`src/hdl/wdg_pkg.sv`:
```
// package: register map, field positions, reset values and bus carrier
package wdg_pkg;

  // ---------------------------------------------------------------
  // register map
  // ---------------------------------------------------------------
  localparam int          ADDR_W      = 16;
  localparam logic [15:0] OFF_IRQ_EN  = 16'hfff3;
  localparam logic [15:0] OFF_STANDBY = 16'hfff1;
  localparam logic [15:0] OFF_CTRL    = 16'hffb2;
  localparam logic [15:0] OFF_COUNTER = 16'hffb3;

  // ---------------------------------------------------------------
  // field positions
  // ---------------------------------------------------------------
  localparam int BIT_RTC_EN  = 7;
  localparam int BIT_WDOG_SB = 2;
  localparam int BIT_CMP_SB  = 1;
  localparam int BIT_GUARD6  = 7;
  localparam int BIT_CWE     = 6;
  localparam int BIT_GUARD4  = 5;
  localparam int BIT_CRWE    = 4;
  localparam int BIT_GUARD2  = 3;
  localparam int BIT_RUN     = 2;
  localparam int BIT_GUARD0  = 1;
  localparam int BIT_FLAG    = 0;

  // guard bits always read back as ones
  localparam logic [7:0] GUARD_READ = 8'haa;

  // ---------------------------------------------------------------
  // reset values
  // ---------------------------------------------------------------
  localparam logic RST_RUN     = 1'b1;
  localparam logic RST_CWE     = 1'b0;
  localparam logic RST_CRWE    = 1'b0;
  localparam logic RST_FLAG    = 1'b0;
  localparam logic RST_WDOG_SB = 1'b0;
  localparam logic RST_CMP_SB  = 1'b0;
  localparam logic RST_RTC_EN  = 1'b0;

  // ---------------------------------------------------------------
  // register port carrier
  // ---------------------------------------------------------------
  typedef struct packed {
    logic [ADDR_W-1:0] addr;
    logic [7:0]        wrData;
    logic              wrStrobe;
    logic              rdStrobe;
  } wdg_bus_s;

endpackage

```
`src/hdl/wdg_guard.sv`:
```
// watchdog control: guarded control/status register, counter, standby
//
// Strobed register access was left to the implementer.
`timescale 1ns/1ps

module wdg_guard
  import wdg_pkg::*;
#(
  parameter int CNT_W = 8
) (
  input  wire logic             clk_sys,
  input  wire logic             reset,
  input  wire logic             clkEn,
  input  wire wdg_bus_s         bus,
  output logic      [7:0]       rdData,
  input  wire logic             rtcIrqReq,
  output logic                  rtcIrqOut,
  output logic                  wdogStandby,
  output logic                  cmpStandby,
  output logic                  wdogReset
);

  // ---------------------------------------------------------------
  // state
  // ---------------------------------------------------------------
  localparam logic [CNT_W-1:0] CNT_MAX = '1;

  typedef struct packed {
    logic             counterWriteEnable;
    logic             ctrlWriteEnable;
    logic             counterRunning;
    logic             overflowResetFlag;
    logic             wdogStandbyReqN;
    logic             cmpStandbyReqN;
    logic             rtcIrqEnable;
    logic [CNT_W-1:0] wdogCounter;
    logic [7:0]       rdData;
    logic             rtcIrqOut;
    logic             wdogStandby;
    logic             cmpStandby;
    logic             wdogReset;
  } wdg_state_s;

  wdg_state_s state_reg;
  wdg_state_s state_next;

  function automatic logic hit(input logic [ADDR_W-1:0] a,
                               input logic [ADDR_W-1:0] off);
    return a == off;
  endfunction

  logic             wrCtrl;
  logic             wrCount;
  logic             overflow;
  logic [7:0]       ctrlRead;
  logic [CNT_W-1:0] wrCountData;

  assign wrCtrl   = bus.wrStrobe && hit(bus.addr, OFF_CTRL);
  assign wrCount  = bus.wrStrobe && hit(bus.addr, OFF_COUNTER);
  assign overflow = state_reg.counterRunning &&
                    (state_reg.wdogCounter == CNT_MAX);
  assign wrCountData = CNT_W'(bus.wrData);

  // guard positions read as one, nothing is stored for them
  assign ctrlRead = GUARD_READ |
                    {1'b0, state_reg.counterWriteEnable,
                     1'b0, state_reg.ctrlWriteEnable,
                     1'b0, state_reg.counterRunning,
                     1'b0, state_reg.overflowResetFlag};

  // ---------------------------------------------------------------
  // next state
  // ---------------------------------------------------------------
  always_comb begin
    state_next = state_reg;

    // guarded fields: each target moves only when its guard is 0
    if (wrCtrl) begin
      if (!bus.wrData[BIT_GUARD6]) begin
        state_next.counterWriteEnable = bus.wrData[BIT_CWE];
      end
      if (!bus.wrData[BIT_GUARD4]) begin
        state_next.ctrlWriteEnable = bus.wrData[BIT_CRWE];
      end
      // the enable in force before this write decides
      if (state_reg.ctrlWriteEnable) begin
        if (!bus.wrData[BIT_GUARD2]) begin
          state_next.counterRunning = bus.wrData[BIT_RUN];
        end
        if (!bus.wrData[BIT_GUARD0] && !bus.wrData[BIT_FLAG]) begin
          state_next.overflowResetFlag = 1'b0;
        end
      end
    end

    if (bus.wrStrobe && hit(bus.addr, OFF_STANDBY)) begin
      state_next.wdogStandbyReqN = bus.wrData[BIT_WDOG_SB];
      state_next.cmpStandbyReqN  = bus.wrData[BIT_CMP_SB];
    end
    if (bus.wrStrobe && hit(bus.addr, OFF_IRQ_EN)) begin
      state_next.rtcIrqEnable = bus.wrData[BIT_RTC_EN];
    end

    // counter: software write wins over the count step
    if (wrCount && state_reg.counterWriteEnable) begin
      state_next.wdogCounter = wrCountData;
    end else if (state_reg.counterRunning) begin
      state_next.wdogCounter = state_reg.wdogCounter + 1'b1;
    end

    // overflow: internal reset restarts the timer but keeps the flag;
    // the set beats a clear written in the same cycle
    state_next.wdogReset = overflow;
    if (overflow) begin
      state_next.overflowResetFlag  = 1'b1;
      state_next.counterRunning     = RST_RUN;
      state_next.counterWriteEnable = RST_CWE;
      state_next.ctrlWriteEnable    = RST_CRWE;
    end

    // read data stands only in the cycle after the strobe
    state_next.rdData = 8'h00;
    if (bus.rdStrobe) begin
      if (hit(bus.addr, OFF_CTRL)) begin
        state_next.rdData = ctrlRead;
      end else if (hit(bus.addr, OFF_COUNTER)) begin
        state_next.rdData = 8'(state_reg.wdogCounter);
      end else if (hit(bus.addr, OFF_STANDBY)) begin
        state_next.rdData = 8'h00;
        state_next.rdData[BIT_WDOG_SB] = state_reg.wdogStandbyReqN;
        state_next.rdData[BIT_CMP_SB]  = state_reg.cmpStandbyReqN;
      end else if (hit(bus.addr, OFF_IRQ_EN)) begin
        state_next.rdData[BIT_RTC_EN] = state_reg.rtcIrqEnable;
      end
    end

    state_next.rtcIrqOut = rtcIrqReq && state_reg.rtcIrqEnable;
    // a running counter holds the watchdog out of standby
    state_next.wdogStandby = !state_reg.wdogStandbyReqN &&
                             !state_reg.counterRunning;
    state_next.cmpStandby  = !state_reg.cmpStandbyReqN;
  end

  // ---------------------------------------------------------------
  // registers
  // ---------------------------------------------------------------
  always_ff @(posedge clk_sys or posedge reset) begin
    if (reset) begin
      state_reg                    <= '0;
      state_reg.counterWriteEnable <= RST_CWE;
      state_reg.ctrlWriteEnable    <= RST_CRWE;
      state_reg.counterRunning     <= RST_RUN;
      state_reg.overflowResetFlag  <= RST_FLAG;
      state_reg.wdogStandbyReqN    <= RST_WDOG_SB;
      state_reg.cmpStandbyReqN     <= RST_CMP_SB;
      state_reg.rtcIrqEnable       <= RST_RTC_EN;
    end else if (clkEn) begin
      state_reg <= state_next;
    end
  end

  assign rdData      = state_reg.rdData;
  assign rtcIrqOut   = state_reg.rtcIrqOut;
  assign wdogStandby = state_reg.wdogStandby;
  assign cmpStandby  = state_reg.cmpStandby;
  assign wdogReset   = state_reg.wdogReset;
endmodule // wdg_guard

```
`config.mk`:
```
export PLATFORM = sky130hd
export DESIGN_NAME = wdg_guard
export DESIGN_NICKNAME = d
export VERILOG_FILES = /design/src/hdl/wdg_pkg.sv /design/src/hdl/wdg_guard.sv
export SDC_FILE = /design/constraint.sdc
export NUM_CORES = 1
export LEC_CHECK = 0
export BUFFER_PORTS_ARGS = -buffer_cell sky130_fd_sc_hd__clkbuf_2
export CAP_MARGIN = 20
export CORE_MARGIN = 5
export CORE_UTILIZATION = 48
export CTS_CLUSTER_DIAMETER = 120
export DETAILED_ROUTE_END_ITERATION = 16
export GPL_TIMING_DRIVEN = 0
export PLACE_DENSITY = 0.84
export SYNTH_ARGS = -nofsm -noshare
export SYNTH_HDL_FRONTEND = slang
export SYNTH_SLANG_ARGS = --single-unit
```
`constraint.sdc`:
```
create_clock -name clk_sys -period 1.6 [get_ports clk_sys]
set_clock_uncertainty 0.05 [all_clocks]
set_input_delay 0.32 -clock clk_sys [delete_from_list [all_inputs] [get_ports clk_sys]]
set_output_delay 0.32 -clock clk_sys [all_outputs]
set_load 0.02 [all_outputs]
```
## Yosys cells after proc, flatten, opt, wreduce, memory -nomap -nowiden

Cells that the tools add are included.

- Input bits: 30
- Flip-flop bits (word level): 27

- Muxes and demuxes: 15
- Reduce and logical (&&, ||, !) cells: 25
- Add/subtract/negate cells: 1
- Equal/unequal tests: 8

Operator list:

| kind | count |
|---|---|
| $eq A16 B16 Y1 const B | 4 |
| $mux W8 | 5 |
| $logic_and A1 B1 Y1 | 9 |
| $add A8 B1 Y8 const B | 1 |
| $eq A8 B8 Y1 const B | 1 |
| $mux W4 | 2 |
| $reduce_and A4 Y1 | 2 |
| $reduce_bool A2 Y1 | 4 |
| $mux W1 | 6 |
| $ne A2 B1 Y1 const B | 3 |
| $reduce_and A2 Y1 | 3 |
| $reduce_and A3 Y1 | 2 |
| $logic_not A1 Y1 | 5 |
| $mux W3 | 1 |
| $mux W2 | 1 |

## Logic depth before layout (Yosys ltp)

- Word-level depth: 6
- Mapped depth: 6
- Gate-level depth less buffers: 5

## Least setup slack after synthesis

No wires, ideal clock.

- Kind: input -> register
- Start: input port bus[13] in the netlist's numbering
- End: register state_reg[21] in the netlist's numbering
- Setup slack: -0.066 ns
- Stages on the path: 4
- Buffers on the path: 0
- Setup time: 0.127 ns
- Required time: 1.423 ns
- Arrival time: 1.489 ns
- Path through: or4b_4 > nor4_4 > nand2_1 > mux2_1

- Word-level cells in the longest chain between the ends: 3

Ends and longest elaborated chain:

| element | line | RTL |
|---|---|---|
| start: declaration | wdg_guard.sv:14 | `input wire wdg_bus_s bus,` |
| $eq A16 B16 Y1 | wdg_guard.sv:49 | `return a == off;` |
| $logic_and A1 B1 Y1 | wdg_guard.sv:96 | `if (bus.wrStrobe && hit(bus.addr, OFF_STANDBY)) begin` |
| $reduce_and A2 Y1 (no line) | n/a |  |
| end signal: assignment | wdg_guard.sv:158 | `state_reg <= state_next;` |
| end: declaration | wdg_guard.sv:44 | `wdg_state_s state_reg;` |

Every way passes these cells.
A chain may end at the register's enable or synchronous reset.

## Final worst setup path

- Start: register state_reg (netlist bit ctrlRead[2])
- End: register state_reg[19] in the netlist's numbering

- Word-level cells in the longest chain between the ends: 2

Ends and longest elaborated chain:

| element |
|---|
| $reduce_bool A2 Y1 (no line) |
| $reduce_and A2 Y1 (no line) |

Every way passes these cells.

==> metrics.txt <==
DRC Markers 0; clk_lat worst skew 0.35 ns; max-capacitance violation count 0; clk root buf clkbuf_4; DRT Pass-1 Iters 5; Tmin final 1.67 ns; Seq/Total Area, Yosys 0.391; Wirelength per Cell 16.8 um; final wirelength 4.59 mm; Yosys reg bits 27; port buffer count 41; Post-synth EDFFs 0; CTS tree yes; CP Capture Type flip-flop; f_max 599 MHz; antenna violations before repair 0; Rel. slew slack 0.631; CTS Buffer Depth 2; startpoint types flip-flop; status finished with violations; failing checks setup timing; post-route ant nets 0; arrival time at the worst endpoint 1.87 ns; mean area per synthesized cell 10.3 sq um; P&R area growth vs syn 27.5%; measured slew at the worst slew-check pin 0.553 ns; Setup crit end state_reg[19]; fin. max-slew vios 0; Lkg Pwr 0.000976 uW; Die X 70.0 um; Mapped Area 1730 sq um; cell row count 21; ANT cells 0; H-Tree Depth 1; reg-to-reg endpoint state_reg[19]; crit path max fanout 4; share of cells above drive strength 1 0.419; Initial DRC Count 125; worst setup path start ctrlRead[2]; Tcrit/Tclk final 1.04; Reg2Reg Launch Point ctrlRead[2]; WS Path Type flip-flop to flip-flop; largest net degree at the start of global routing 28; Layout Nets 259; CTS sink cnt 27; hold depth 3; Pwr per Cell Area 848 nW/um^2; HP Class input pin to flip-flop; vias per cell 5.99; reg2reg setup slack -0.07 ns; vias in the first global route 1,571; Placement Setup Slack -0.333 ns; asr flop ratio synth 1.00; Initial Util 0.507; Detailed Place HPWL 3.38 mm; Synth cell types 53; syn_nets 199; die height 70.0 um; RSZ-0062 raised after global routing yes; max reg flops 11; Post-DP Area 1990 sq um; Hold Crit Start bus[6]; Ys Warns 0; gr usage total 0.196; R2R cell count 4; TritonCTS Buffers 3; Vias 1,635; VDD IR max 355 uV; total gr overflow 0; first-pass GRT wire length 7.87 mm; Top-Level Pins 42; Hold Vio Cnt, Final 0; Die ar. 4910 sq um; CTS clk-pin slew, worst paths 0.17 ns; Mapped Cells 168; global placer's final weighted congestion 0.922; final instance area 2210 sq um; final setup vio count 7; CORE AREA 3420 sq um; final worst slack -0.0699 ns; Worst Path Required 1.80 ns; Primary FF master, synth dfrtp_1
placed cells by master (no fill, tap or decap), types with 2 or more instances in the layout:
cell,n
clkbuf_4,3
mux2_1,2
nor4_1,2
dfrtp_1,25
a311o_1,3
a221o_1,4
nor3_1,2
or3_1,3
clkbuf_2,42
nand2b_1,2
a2bb2oi_1,2
nor2b_1,4
o2bb2ai_1,8
o21ai_0,4
a22oi_1,5
clkbuf_1,4
and2_1,5
inv_1,7
buf_4,18
nand2_1,16
mux2i_1,2
a41o_1,2
or4_1,2
buf_6,4
a21oi_1,5
nand3_1,5
nand4_1,6
and3_4,2
nand4_4,2
nor4_4,2
a22oi_2,3
worst min-delay path by stage:
stage	end	slack, ns
final	ctrlRead[4]	0.16
after detailed placement	rdData[0]	0.43
after floorplan	cmpStandby	0.32
after global routing	state_reg[22]	0.19
after CTS	ctrlRead[4]	0.15
after global placement	rdData[3]	0.42
through the flow:
step | total power, uW | utilization | setup TNS, ns | std cells | hold slack, ns
global route | 1970 | 0.646 | -0.916 | 273 | 0.186
finish | 1870 | 0.646 | -0.292 | 273 | 0.161
floorplan | 1200 | - | -0.0394 | 168 | 0.322
global placement | 1340 | 0.584 | -5.06 | 255 | 0.421
detailed placement | 1370 | 0.584 | -5.91 | 255 | 0.426
CTS | 1780 | 0.618 | -0.171 | 266 | 0.151
kinds of logic (layout without fill, tap and decap cells):
family	after synthesis	count (layout)	synth area share
AND/OR/NAND/NOR	66	66	0.275
AO/OA/AOI/OAI	46	46	0.218
flip-flops	27	27	0.391
multiplexers	5	5	0.0311
adder cells (fa/ha/maj)	1	1	0.00723
buffers and inverters	23	82	0.0766
synth_stat cells, types with 3 or more instances:
cell type | instances | share of area
clkbuf_1 | 5 | 0.011
a22oi_1 | 8 | 0.035
inv_1 | 7 | 0.015
a311o_1 | 3 | 0.017
nor2b_1 | 4 | 0.014
buf_4 | 8 | 0.035
nand2_1 | 16 | 0.035
nand4_1 | 6 | 0.022
nand3_1 | 5 | 0.014
dfrtp_1 | 26 | 0.38
a221o_1 | 4 | 0.023
o21ai_0 | 4 | 0.012
o2bb2ai_1 | 8 | 0.040
and2_1 | 5 | 0.018
a21oi_1 | 5 | 0.014
or3_1 | 3 | 0.011
power by group:
| group | leakage, uW | total [uW] | internal, uW | switching [uW] |
|---|---|---|---|---|
| sequential | 0.000335 | 894 | 768 | 126 |
| clock | 0.0000139 | 328 | 96.2 | 232 |
| combinational | 0.000627 | 649 | 320 | 329 |
final cells by class:
cell class / count / area [sq um]
Sequential cell: 27 / 678
Fill cell: 302 / 1210
Tap cell: 46 / 57.6
Inverter: 7 / 26.3
Clock buffer: 3 / 22.5
Multi-Input combinational cell: 118 / 980
Clock inverter: 1 / 7.51
Buffer: 16 / 108
Timing Repair Buffer: 55 / 328
per-layer routing:
layer | vias to the layer above | global-route usage | part of all wire
met5 | - | 0 | 0
met4 | 0 | 0.0553 | 0.0089
met3 | 5 | 0.0273 | 0.070
met2 | 81 | 0.313 | 0.49
met1 | 783 | 0.276 | 0.43
li1 | 766 | - | -
repair_timing:
item	in CTS	in global routing
endpoints found under the setup margin	9	16
setup buffers	7	5
pin swaps	5	8
resized for setup	7	10
hold buffers	0	1
endpoints found under the hold margin	0	13
critical path, cell delays in order (launching register included):
cell	delay (ns)
dfstp_2	0.59
and3_4	0.17
nand4_1	0.19
or2_1	0.27
a311o_1	0.30
No activity file was read; power rests on OpenSTA's default activity.
